`src/pkg/ssx_map.svh`:
```
// ssx_map.svh: offsets, field positions, reset values and counts of the serial port
// assumes inclusion by bare name from the package search path
`ifndef SSX_MAP_SVH
`define SSX_MAP_SVH

// register byte offsets on the avalon slave
`define SSX_OFF_CTRL 4'h0
`define SSX_OFF_STAT 4'h4
`define SSX_OFF_RXB 4'h8
`define SSX_OFF_TXB 4'hC

// serial_control_reg fields
`define SSX_C_RUN 0
`define SSX_C_INH 1
`define SSX_C_MODE 3:2
`define SSX_C_EXT 4
`define SSX_C_LSB 5

// serial_status_reg fields
`define SSX_S_OPF 0
`define SSX_S_SEF 1
`define SSX_S_TXE 2
`define SSX_S_RXF 3
`define SSX_S_TRANSMIT_ERROR_FLAG 4
`define SSX_S_RECEIVE_ERROR_FLAG 5

// operating_mode_field code for full-duplex transmit/receive
`define SSX_MODE_TXRX 2'h2
`define SSX_MODE_RST 2'h0

// frame length and bit indexing
`define SSX_BITS 4'h8
`define SSX_LAST_BIT 4'h7
`define SSX_CNT_ZERO 4'h0
`define SSX_CNT_ONE 4'h1
`define SSX_MSB_IDX 3'h7

// reset values
`define SSX_BYTE_RST 8'h00
`define SSX_WORD_RST 32'h0000_0000

// internal serial clock half period in system clocks
`define SSX_SCK_HALF_DEF 8

`endif

```
`src/pkg/ssx_pkg.sv`:
```
// ssx_pkg: shared types of the serial port
// assumes nothing beyond a systemverilog compiler
package ssx_pkg;

    // frame sequencer state
    typedef enum logic [0:0] {
        SSX_FRM_IDLE = 1'b0,
        SSX_FRM_SHIFT = 1'b1
    } ssx_frm_t;

endpackage : ssx_pkg

```
`src/pkg/ssx_link_if.sv`:
```
// ssx_link_if: serial clock edge events between the edge finder and the core
// assumes both ends on sys_clk_i
`timescale 1ns/100ps
interface ssx_link_if;
    logic fall;
    logic rise;
    logic sdi;
    logic gen_en;
    logic ext_mode;

    modport edge_mp (output fall, output rise, output sdi, input gen_en, input ext_mode);
    modport core_mp (input fall, input rise, input sdi, output gen_en, output ext_mode);
endinterface : ssx_link_if

```
`src/rtl/ssx_txrx_core.sv`:
```
// ssx_txrx_core: full-duplex 8-bit clocked serial port with stop control
// and transmit underrun / receive overrun handling
// assumes an avalon-mm master on sys_clk_i and a peer sharing the serial clock
`timescale 1ns/100ps
`include "ssx_map.svh"
module ssx_txrx_core #(
    parameter int SCK_HALF_CYC = `SSX_SCK_HALF_DEF
) (
    input wire logic sys_clk_i,
    input wire logic arst_n_i,
    input wire logic ce_i,
    input wire logic [3:0] avs_address_i,
    input wire logic avs_read_i,
    input wire logic avs_write_i,
    input wire logic [31:0] avs_writedata_i,
    input wire logic [3:0] avs_byteenable_i,
    output logic [31:0] avs_readdata_o,
    output logic avs_waitrequest_o,
    input wire logic sck_i,
    output logic sck_o,
    output logic sck_oe_n_o,
    input wire logic sdi_i,
    output logic sdo_o,
    output logic irq_o
);

    ////////////////////////////////////////////////////////////////////////////
    // state
    logic ack_ff;
    logic [31:0] rdata_ff, nxt_rdata;
    logic run_ff, inh_ff, ext_ff, lsb_ff;
    logic [1:0] mode_ff;
    logic opf_ff, sef_ff, txl_ff, rxf_ff, transmit_error_flag_ff, receive_error_flag_ff, rd_once_ff;
    logic nxt_opf, nxt_sef, nxt_txl, nxt_rxf, nxt_transmit_error_flag, nxt_receive_error_flag, nxt_rd_once;
    logic [7:0] rdb_ff, tdb_ff, txsh_ff, rxsh_ff;
    logic [7:0] nxt_rdb, nxt_tdb, nxt_txsh, nxt_rxsh;
    logic [3:0] fcnt_ff, rcnt_ff, nxt_fcnt, nxt_rcnt;
    ssx_pkg::ssx_frm_t frm_ff, nxt_frm;
    logic so_ff, nxt_so, irq_ff;

    ssx_link_if lk ();

    // pin sampling and edge finding
    // the edge finder owns both synchronisers; nothing here reads a raw pin
    ssx_sck_edge #(
        .SCK_HALF_CYC(SCK_HALF_CYC)
    ) u_edge (
        .sys_clk_i(sys_clk_i),
        .arst_n_i(arst_n_i),
        .ce_i(ce_i),
        .sck_pin_i(sck_i),
        .sdi_pin_i(sdi_i),
        .sck_o(sck_o),
        .lk(lk)
    );

    ////////////////////////////////////////////////////////////////////////////
    // avalon decode: one wait cycle, then the access is accepted
    // read data are taken from a settled address; the price is a wait per access
    // only byte lane 0 carries register bits, the other lanes are ignored
    wire logic req = avs_read_i | avs_write_i;
    wire logic acc = req & ack_ff & ce_i;
    wire logic wr_ctrl = acc & avs_write_i & avs_byteenable_i[0] &
        (avs_address_i == `SSX_OFF_CTRL);
    wire logic wr_txb = acc & avs_write_i & avs_byteenable_i[0] &
        (avs_address_i == `SSX_OFF_TXB);
    wire logic rd_rxb = acc & avs_read_i & (avs_address_i == `SSX_OFF_RXB);
    wire logic inh_now = wr_ctrl & avs_writedata_i[`SSX_C_INH];

    assign avs_waitrequest_o = req & ~(ack_ff & ce_i);
    assign avs_readdata_o = rdata_ff;

    // frame event decode
    // pin edges show up three to four system clocks late, so each half of
    // the peer's clock must be longer than that or bits are missed
    wire logic go = run_ff & ~inh_ff & (mode_ff == `SSX_MODE_TXRX);
    wire logic idle = (frm_ff == ssx_pkg::SSX_FRM_IDLE);
    wire logic start = lk.fall & idle & go;
    wire logic mid_fall = lk.fall & ~idle & (fcnt_ff < `SSX_BITS);
    wire logic samp = lk.rise & ~idle & (rcnt_ff < fcnt_ff);
    wire logic done = samp & (rcnt_ff == `SSX_LAST_BIT);
    // overrun is only possible with the peer's clock; the internal one waits
    wire logic rx_over = done & rxf_ff & ext_ff & ~receive_error_flag_ff;
    wire logic rx_keep = done & ~receive_error_flag_ff & ~rx_over;
    // an underrun still runs a whole frame of ones, so the peer stays in step
    wire logic under = start & ~txl_ff;
    // run cleared between frames: nothing is in flight, so the stop is immediate
    wire logic stop_idle = idle & ~run_ff;
    wire logic [7:0] rx_shifted = lsb_ff ? {lk.sdi, rxsh_ff[7:1]} : {rxsh_ff[6:0], lk.sdi};
    // after a receive error the second read shows the frozen shift register
    wire logic rd_sel_sh = receive_error_flag_ff & rd_once_ff;

    // internal clock runs a started frame to its end, and waits for both
    // buffers before a new one; that auto-wait keeps errors to external mode
    // the generator stops only at its high level, so sck never ends short
    assign lk.gen_en = ~ext_ff & ((~idle & ~inh_ff) | (go & txl_ff & ~rxf_ff));
    assign lk.ext_mode = ext_ff;
    assign sck_oe_n_o = ext_ff;
    // serial data come from a flop, so they cannot glitch between falling edges
    assign sdo_o = so_ff;
    assign irq_o = irq_ff;

    // transmit bit picker for either bit order
    // the index wraps on three bits; only counts below eight reach it
    function automatic logic bit_of(input logic [7:0] d, input logic [3:0] i,
                                    input logic lsb);
        bit_of = lsb ? d[i[2:0]] : d[`SSX_MSB_IDX - i[2:0]];
    endfunction : bit_of

    ////////////////////////////////////////////////////////////////////////////
    // read data mux, captured in the wait cycle so it stands at acceptance
    // reads of the receive buffer act only at acceptance, not in the wait cycle
    always_comb begin
        nxt_rdata = `SSX_WORD_RST;
        unique case (avs_address_i)
            `SSX_OFF_CTRL: begin
                nxt_rdata[`SSX_C_RUN] = run_ff;
                nxt_rdata[`SSX_C_INH] = inh_ff;
                nxt_rdata[`SSX_C_MODE] = mode_ff;
                nxt_rdata[`SSX_C_EXT] = ext_ff;
                nxt_rdata[`SSX_C_LSB] = lsb_ff;
            end
            `SSX_OFF_STAT: begin
                nxt_rdata[`SSX_S_OPF] = opf_ff;
                nxt_rdata[`SSX_S_SEF] = sef_ff;
                nxt_rdata[`SSX_S_TXE] = ~txl_ff;
                nxt_rdata[`SSX_S_RXF] = rxf_ff;
                nxt_rdata[`SSX_S_TRANSMIT_ERROR_FLAG] = transmit_error_flag_ff;
                nxt_rdata[`SSX_S_RECEIVE_ERROR_FLAG] = receive_error_flag_ff;
            end
            `SSX_OFF_RXB: nxt_rdata[7:0] = rd_sel_sh ? rxsh_ff : rdb_ff;
            default: nxt_rdata = `SSX_WORD_RST; // unmapped reads as zero
        endcase
    end

    ////////////////////////////////////////////////////////////////////////////
    // flag and data next state: bus clears first, link events after, so a
    // set in the same cycle as a clear wins; inhibit overrides everything
    // order matters below: a later assignment overrides an earlier one
    always_comb begin
        nxt_opf = opf_ff;
        nxt_sef = sef_ff;
        nxt_txl = txl_ff;
        nxt_rxf = rxf_ff;
        nxt_transmit_error_flag = transmit_error_flag_ff;
        nxt_receive_error_flag = receive_error_flag_ff;
        nxt_rd_once = rd_once_ff;
        nxt_rdb = rdb_ff;
        nxt_tdb = tdb_ff;
        nxt_txsh = txsh_ff;
        nxt_rxsh = rxsh_ff;
        nxt_fcnt = fcnt_ff;
        nxt_rcnt = rcnt_ff;
        nxt_frm = frm_ff;
        nxt_so = so_ff;
        // receive buffer reads
        if (rd_rxb) begin
            if (!receive_error_flag_ff) begin
                nxt_rxf = 1'b0;
            end else if (!rd_once_ff) begin
                nxt_rd_once = 1'b1;
            end else begin
                nxt_receive_error_flag = 1'b0;
                nxt_rxf = 1'b0;
                nxt_rd_once = 1'b0;
            end
        end
        // first falling edge: load transmit byte, raise busy and shift flags
        if (start) begin
            nxt_frm = ssx_pkg::SSX_FRM_SHIFT;
            nxt_opf = 1'b1;
            nxt_sef = 1'b1;
            nxt_fcnt = `SSX_CNT_ONE;
            nxt_txsh = tdb_ff;
            nxt_txl = 1'b0;
            nxt_so = bit_of(tdb_ff, `SSX_CNT_ZERO, lsb_ff);
            if (under) begin
                nxt_transmit_error_flag = 1'b1;
            end
        end
        // later falling edges shift out; the eighth drops the shift flag
        if (mid_fall) begin
            nxt_fcnt = fcnt_ff + `SSX_CNT_ONE;
            nxt_so = bit_of(txsh_ff, fcnt_ff, lsb_ff);
            if (fcnt_ff == `SSX_LAST_BIT) begin
                nxt_sef = 1'b0;
            end
        end
        // rising edges sample in, unless a receive error froze the data
        if (samp) begin
            nxt_rcnt = rcnt_ff + `SSX_CNT_ONE;
            if (!receive_error_flag_ff) begin
                nxt_rxsh = rx_shifted;
            end
        end
        // eighth sample ends the frame
        if (done) begin
            nxt_frm = ssx_pkg::SSX_FRM_IDLE;
            nxt_fcnt = `SSX_CNT_ZERO;
            nxt_rcnt = `SSX_CNT_ZERO;
            if (rx_keep) begin
                nxt_rdb = rx_shifted;
                nxt_rxf = 1'b1;
            end
            if (rx_over) begin
                nxt_receive_error_flag = 1'b1;
                nxt_rd_once = 1'b0;
            end
            // run cleared during the frame: stop only now
            if (!run_ff) begin
                nxt_opf = 1'b0;
                nxt_so = 1'b1;
            end
        end
        if (stop_idle) begin
            nxt_opf = 1'b0;
            nxt_so = 1'b1;
        end
        // a byte written in the start cycle stays for the next frame
        if (wr_txb) begin
            nxt_tdb = avs_writedata_i[7:0];
            nxt_txl = 1'b1;
        end
        if (nxt_transmit_error_flag) begin
            nxt_so = 1'b1;
        end
        // inhibit: immediate stop and return to initial values
        if (inh_now) begin
            nxt_opf = 1'b0;
            nxt_sef = 1'b0;
            nxt_txl = 1'b0;
            nxt_rxf = 1'b0;
            nxt_transmit_error_flag = 1'b0;
            nxt_receive_error_flag = 1'b0;
            nxt_rd_once = 1'b0;
            nxt_rdb = `SSX_BYTE_RST;
            nxt_tdb = `SSX_BYTE_RST;
            nxt_txsh = `SSX_BYTE_RST;
            nxt_rxsh = `SSX_BYTE_RST;
            nxt_fcnt = `SSX_CNT_ZERO;
            nxt_rcnt = `SSX_CNT_ZERO;
            nxt_frm = ssx_pkg::SSX_FRM_IDLE;
            nxt_so = 1'b1;
        end
    end

    ////////////////////////////////////////////////////////////////////////////
    // bus handshake and read data
    // ack toggles, so back-to-back requests each still see one wait cycle
    always_ff @(posedge sys_clk_i or negedge arst_n_i) begin
        if (!arst_n_i) begin
            ack_ff <= 1'b0;
            rdata_ff <= `SSX_WORD_RST;
        end else if (ce_i) begin
            ack_ff <= req & ~ack_ff;
            if (req && !ack_ff) begin
                rdata_ff <= nxt_rdata;
            end
        end
    end

    // control register; inhibit forces run low in the same write
    // mode codes other than full duplex are stored but leave the port idle
    always_ff @(posedge sys_clk_i or negedge arst_n_i) begin
        if (!arst_n_i) begin
            run_ff <= 1'b0;
            inh_ff <= 1'b0;
            mode_ff <= `SSX_MODE_RST;
            ext_ff <= 1'b0;
            lsb_ff <= 1'b0;
        end else if (ce_i && wr_ctrl) begin
            run_ff <= avs_writedata_i[`SSX_C_RUN] & ~inh_now;
            inh_ff <= avs_writedata_i[`SSX_C_INH];
            mode_ff <= avs_writedata_i[`SSX_C_MODE];
            ext_ff <= avs_writedata_i[`SSX_C_EXT];
            lsb_ff <= avs_writedata_i[`SSX_C_LSB];
        end
    end

    // status flags
    // a low clock enable holds every flag, even in the middle of a frame
    always_ff @(posedge sys_clk_i or negedge arst_n_i) begin
        if (!arst_n_i) begin
            {opf_ff, sef_ff, txl_ff, rxf_ff} <= 4'h0;
            {transmit_error_flag_ff, receive_error_flag_ff, rd_once_ff} <= 3'h0;
        end else if (ce_i) begin
            {opf_ff, sef_ff, txl_ff, rxf_ff} <= {nxt_opf, nxt_sef, nxt_txl, nxt_rxf};
            {transmit_error_flag_ff, receive_error_flag_ff, rd_once_ff} <= {nxt_transmit_error_flag, nxt_receive_error_flag, nxt_rd_once};
        end
    end

    // buffers and shift registers
    // inhibit clears these in the same cycle as its control write lands
    always_ff @(posedge sys_clk_i or negedge arst_n_i) begin
        if (!arst_n_i) begin
            {rdb_ff, tdb_ff} <= {`SSX_BYTE_RST, `SSX_BYTE_RST};
            {txsh_ff, rxsh_ff} <= {`SSX_BYTE_RST, `SSX_BYTE_RST};
        end else if (ce_i) begin
            {rdb_ff, tdb_ff} <= {nxt_rdb, nxt_tdb};
            {txsh_ff, rxsh_ff} <= {nxt_txsh, nxt_rxsh};
        end
    end

    // frame sequencer, serial data out and interrupt pulse
    // irq is a one-cycle pulse; there is no pending bit for software to clear
    always_ff @(posedge sys_clk_i or negedge arst_n_i) begin
        if (!arst_n_i) begin
            frm_ff <= ssx_pkg::SSX_FRM_IDLE;
            fcnt_ff <= `SSX_CNT_ZERO;
            rcnt_ff <= `SSX_CNT_ZERO;
            so_ff <= 1'b1;
            irq_ff <= 1'b0;
        end else if (ce_i) begin
            frm_ff <= nxt_frm;
            fcnt_ff <= nxt_fcnt;
            rcnt_ff <= nxt_rcnt;
            so_ff <= nxt_so;
            irq_ff <= done & ~receive_error_flag_ff & ~inh_now;
        end
    end

endmodule : ssx_txrx_core

```
`src/rtl/ssx_sck_edge.sv`:
```
// ssx_sck_edge: synchronises the serial clock and data pins and finds clock edges,
// or makes the serial clock itself in internal clock operation
// assumes sck_pin_i and sdi_pin_i are asynchronous to sys_clk_i
`timescale 1ns/100ps
`include "ssx_map.svh"
module ssx_sck_edge #(
    parameter int SCK_HALF_CYC = `SSX_SCK_HALF_DEF
) (
    input wire logic sys_clk_i,
    input wire logic arst_n_i,
    input wire logic ce_i,
    input wire logic sck_pin_i,
    input wire logic sdi_pin_i,
    output logic sck_o,
    ssx_link_if.edge_mp lk
);

    logic sck_s1_ff, sck_s2_ff, sck_s3_ff;
    logic sdi_s1_ff, sdi_s2_ff;
    logic gen_ff, fall_ff, rise_ff;
    logic [15:0] div_ff;
    wire logic half_done = (div_ff == 16'(SCK_HALF_CYC - 1));
    // the generator only leaves the high level when asked, so it always parks high
    wire logic gen_run = lk.gen_en | ~gen_ff;

    ////////////////////////////////////////////////////////////////////////////
    // two-stage synchronisers; the edge finder compares the second sck stage with a third
    always_ff @(posedge sys_clk_i or negedge arst_n_i) begin
        if (!arst_n_i) begin
            {sck_s1_ff, sck_s2_ff, sck_s3_ff} <= 3'h7;
            {sdi_s1_ff, sdi_s2_ff} <= 2'h3;
        end else if (ce_i) begin
            {sck_s1_ff, sck_s2_ff, sck_s3_ff} <= {sck_pin_i, sck_s1_ff, sck_s2_ff};
            {sdi_s1_ff, sdi_s2_ff} <= {sdi_pin_i, sdi_s1_ff};
        end
    end

    // internal divider, idle high
    always_ff @(posedge sys_clk_i or negedge arst_n_i) begin
        if (!arst_n_i) begin
            div_ff <= 16'h0000;
            gen_ff <= 1'b1;
        end else if (ce_i) begin
            div_ff <= (gen_run && !half_done && !lk.ext_mode) ? div_ff + 16'h0001 : 16'h0000;
            if (gen_run && half_done && !lk.ext_mode) begin
                gen_ff <= ~gen_ff;
            end
        end
    end

    // one-cycle edge pulses from whichever clock source is selected
    always_ff @(posedge sys_clk_i or negedge arst_n_i) begin
        if (!arst_n_i) begin
            fall_ff <= 1'b0;
            rise_ff <= 1'b0;
        end else if (ce_i) begin
            fall_ff <= lk.ext_mode ? (sck_s3_ff & ~sck_s2_ff) : (gen_run & half_done & gen_ff);
            rise_ff <= lk.ext_mode ? (~sck_s3_ff & sck_s2_ff) : (gen_run & half_done & ~gen_ff);
        end
    end

    assign lk.fall = fall_ff;
    assign lk.rise = rise_ff;
    assign lk.sdi = sdi_s2_ff;
    assign sck_o = gen_ff;

endmodule : ssx_sck_edge

```
`config.mk`:
```
export PLATFORM = sky130hd
export DESIGN_NAME = ssx_txrx_core
export DESIGN_NICKNAME = d
export VERILOG_FILES = /design/src/pkg/ssx_pkg.sv /design/src/pkg/ssx_link_if.sv /design/src/rtl/ssx_txrx_core.sv /design/src/rtl/ssx_sck_edge.sv
export VERILOG_INCLUDE_DIRS = /design/src /design/src/pkg
export SDC_FILE = /design/constraint.sdc
export NUM_CORES = 1
export LEC_CHECK = 0
export BUFFER_PORTS_ARGS = -buffer_cell sky130_fd_sc_hd__clkbuf_2
export CORE_MARGIN = 1
export CORE_UTILIZATION = 40
export DETAILED_ROUTE_END_ITERATION = 8
export RECOVER_POWER = 100
export SYNTH_ARGS = -nofsm -noshare
export SYNTH_HDL_FRONTEND = slang
export SYNTH_SLANG_ARGS = --single-unit
```
`constraint.sdc`:
```
create_clock -name sys_clk_i -period 2.2 [get_ports sys_clk_i]
set_clock_uncertainty 0.15 [all_clocks]
set_input_delay 0.44 -clock sys_clk_i [delete_from_list [all_inputs] [get_ports sys_clk_i]]
set_output_delay 0.44 -clock sys_clk_i [all_outputs]
set_load 0.05 [all_outputs]
```
==> reports/metrics.yaml <==
outcome:
  outcome: "finished with violations"
  violations: "design-rule violations"
cells_and_area:
  diodes: 0
  fillers: 1111
  finalNetCount: 596
  postLayoutCellArea_um2: 5630
  drive_gt1_share_pct: 20.0
  synthToLayoutAreaGrowth_pct: 17.8
yosys:
  ys_dominant_reg_cell: "dfrtp_1"
  ys_seq_area_share_pct: 46.8
  syn_area_um2: 4780
  synth.distinct_cells: 61
  yosysWarnings: 0
  synthArstFlopShare_pct: 100
  yosys_register_bits: 89
  synth_top_cell_area_share_pct: 42.9
  synth.area.top_cells: "dfrtp_1 (43%), mux2i_1 (5.7%), buf_4 (3.9%)"
  synthCells: 483
  synth-edff-count: 0
  synth_commonest_cells: "dfrtp_1 (82), nor2_1 (47), nand2_1 (42), mux2i_1 (27), buf_4 (25)"
  syn_avg_cell_area_um2: 9.90
  synth_top_area_cell: "dfrtp_1"
  yosysMostFrequentCell: "dfrtp_1"
clocking:
  cts_tree: "done"
  clockBufferDepth: 2
  clk_latency_ns: 0.35
  cts.sinks: 89
  clk_pin_slew_ns: 0.07
  cts_made_buffers: 9
  cts.root.buffer_cell: "clkbuf_16"
  cts.htree.levels: 3
routing:
  vias_per_cell: 5.46
  wl_met2_um: 5530
  drt_iter0_drc: 230
  dr.pass1.iters: 7
  wl_per_cell_um: 16.6
  met3_length_um: 352
  num_vias: 3762
  drc_errors: 7
  totalWireLength_um: 11400
  ant_nets: 0
  wl_met1_um: 5330
  top_layer_used: "met4"
placed_design:
  place_area_um2: 5250
  dp_hpwl_um: 8090
  place_congestion: 0.883
  io_buffer_count: 32
global_routing:
  grt_pass1_wl_um: 18800
  grt.overflow.total: 0
  grt_max_degree: 43
  grt.total_usage_pct: 19.4
  grt_antenna_before_repair: 0
  grt_pass1_vias: 3719
setup_path:
  critPathArrivalTime_ns: 2.19
  critPathKind: "reg2reg"
  r2r_end: "rxsh_ff[3]"
  reg2reg_depth: 9
  crit_path_start: "fcnt_ff[1]"
  cp.required_ns: 2.27
  rrSetupSlack_ns: 0.08
  cp-start-kind: "register"
  cp-end-kind: "register"
  critPathMaxFanout: 8
  r2r-start: "fcnt_ff[1]"
pwr:
  p_switching_uw: 1730
  swShare_pct: 33.0
  intPower_uw: 3520
  power_leakage_uw: 0.00247
  power_frac_comb_pct: 26.0
  seqPwrFrac_pct: 41.7
  power_frac_clock_pct: 32.3
  powerDensity_nw_per_um2: 933
  ir_drop_uv: 360
sta:
  period_share_pct: 96.4
  hold_violations: 0
  finalCriticalPeriod_ns: 2.12
  drv_slew: 0
  worstMarginPinSlew_ns: 0.877
  maxSlewHeadroom_pct: 41.6
  fmax_mhz: 471
  setup_viol: 0
  finalSetupTns_ns: 0
  rsz0062_at_grt: "true"
floorplanning:
  pin_count: 84
  rows: 39
  die_y_um: 111
  core_um2: 11500
  die_area_um2: 12400
  fp.dieW_um: 111
  start_util_pct: 41.5
worst_hold_path:
  min_to: "tdb_ff[6]"
  hold_depth: 3
  min-delay-start: "avs_writedata_i[6]"
  min_path_type: "in2reg"
job:
  timing.max_cap.violations: 0
-- worst max-delay path, cell delays in order (launching register included) --
cell and delay (ns):
dfrtp_1 0.39, inv_2 0.10, ha_4 0.20, o211ai_1 0.17, nor2_1 0.09, buf_6 0.15
nor3_2 0.30, clkbuf_1 0.19, clkbuf_16 0.17, a211oi_2 0.06
-- registers in the layout, summed over array words and instances (netlist names), 2 cells and up --
name            cells
mode_ff             2
rcnt_ff             4
rdb_ff              8
txsh_ff             8
tdb_ff              8
u_edge.div_ff      16
fcnt_ff             4
rxsh_ff             8
avs_readdata_o      8
-- worst max path at each step --
stage          slack (ns)                end  cells after the start
2_1_floorplan       0.004         rd_once_ff                      9
3_3_place_gp         0.01  u_edge.div_ff[14]                      4
3_5_place_dp        -0.04  u_edge.div_ff[14]                      4
4_1_cts              0.04         rd_once_ff                      8
5_1_grt             -0.03  u_edge.div_ff[14]                      5
6_report             0.08         rxsh_ff[3]                      9
-- per-layer routing --
metal	track usage [%]	up-vias
met2	31.9	76
met5	0	-
met4	7.84	0
met1	25.3	1847
met3	3.44	18
li1	-	1821
-- kinds of logic after synthesis --
kind of cell	synth area share, %
flops	46.8
simple gates	17.6
compound gates	14.5
fa+ha+maj	2.09
mux	9.42
xor+xnor	2.20
buf+inv	7.35
other cells	0.0784
-- metrics by stage --
stage          utilization [%]  power (µW)  hold slack, ns  instances  setup WS, ns
2_1_floorplan                -        3100        -0.00559        506       0.00405
5_1_grt                   48.9        5550           0.156        689       -0.0278
6_report                  48.9        5260           0.138        689        0.0789
3_5_place_dp              45.6        3510           0.288        669       -0.0433
3_3_place_gp              45.6        3470           0.283        669        0.0124
4_1_cts                   48.6        5220           0.129        686        0.0430
-- layout by cell type (no fill, tap or decap), types with 4 or more instances in the layout --
master	count
clkbuf_2	25
mux2_2	10
mux2i_1	27
ha_1	7
nand2_1	42
dfrtp_1	82
nor2_1	47
nand4_1	8
nor3_1	5
or3_1	5
a22o_1	6
inv_1	10
o22ai_1	8
clkbuf_1	16
a21o_1	5
dfstp_2	7
nand3_1	18
nor3b_1	4
a211oi_1	15
buf_4	26
clkbuf_16	10
conb_1	24
xnor2_1	6
nor4_1	4
xor2_1	6
o31ai_1	4
o21ai_0	23
a21oi_1	23
-- final cells by class --
class,instances,area (µm²),area share [%]
Inverter,11,41.3,0.733
Tap cell,143,179,3.18
Clock buffer,10,239,4.24
Timing Repair Buffer,74,494,8.77
Clock inverter,6,91.3,1.62
Sequential cell,89,2240,39.7
Multi-Input combinational cell,356,2350,41.8
-- timing repair --
| item | in CTS | in global routing |
|---|---|---|
| endpoints found under the hold margin | 29 | 0 |
| setup endpoints to repair | 11 | 21 |
| setup buffers | 0 | 2 |
| hold buffers | 1 | 0 |
| cloned | 0 | 1 |
| pin swaps | 0 | 3 |
| gates resized for setup | 2 | 14 |
-- power groups by stage --
stage | clock network [µW] | registers (µW) | logic [µW]
detailed placement | 0 | 2220 | 1300
CTS | 1730 | 2180 | 1310
finish | 1700 | 2190 | 1370
global placement | 0 | 2200 | 1270
floorplan | 0 | 2210 | 887
global route | 1810 | 2230 | 1510
No activity file was read; power rests on OpenSTA's default activity.
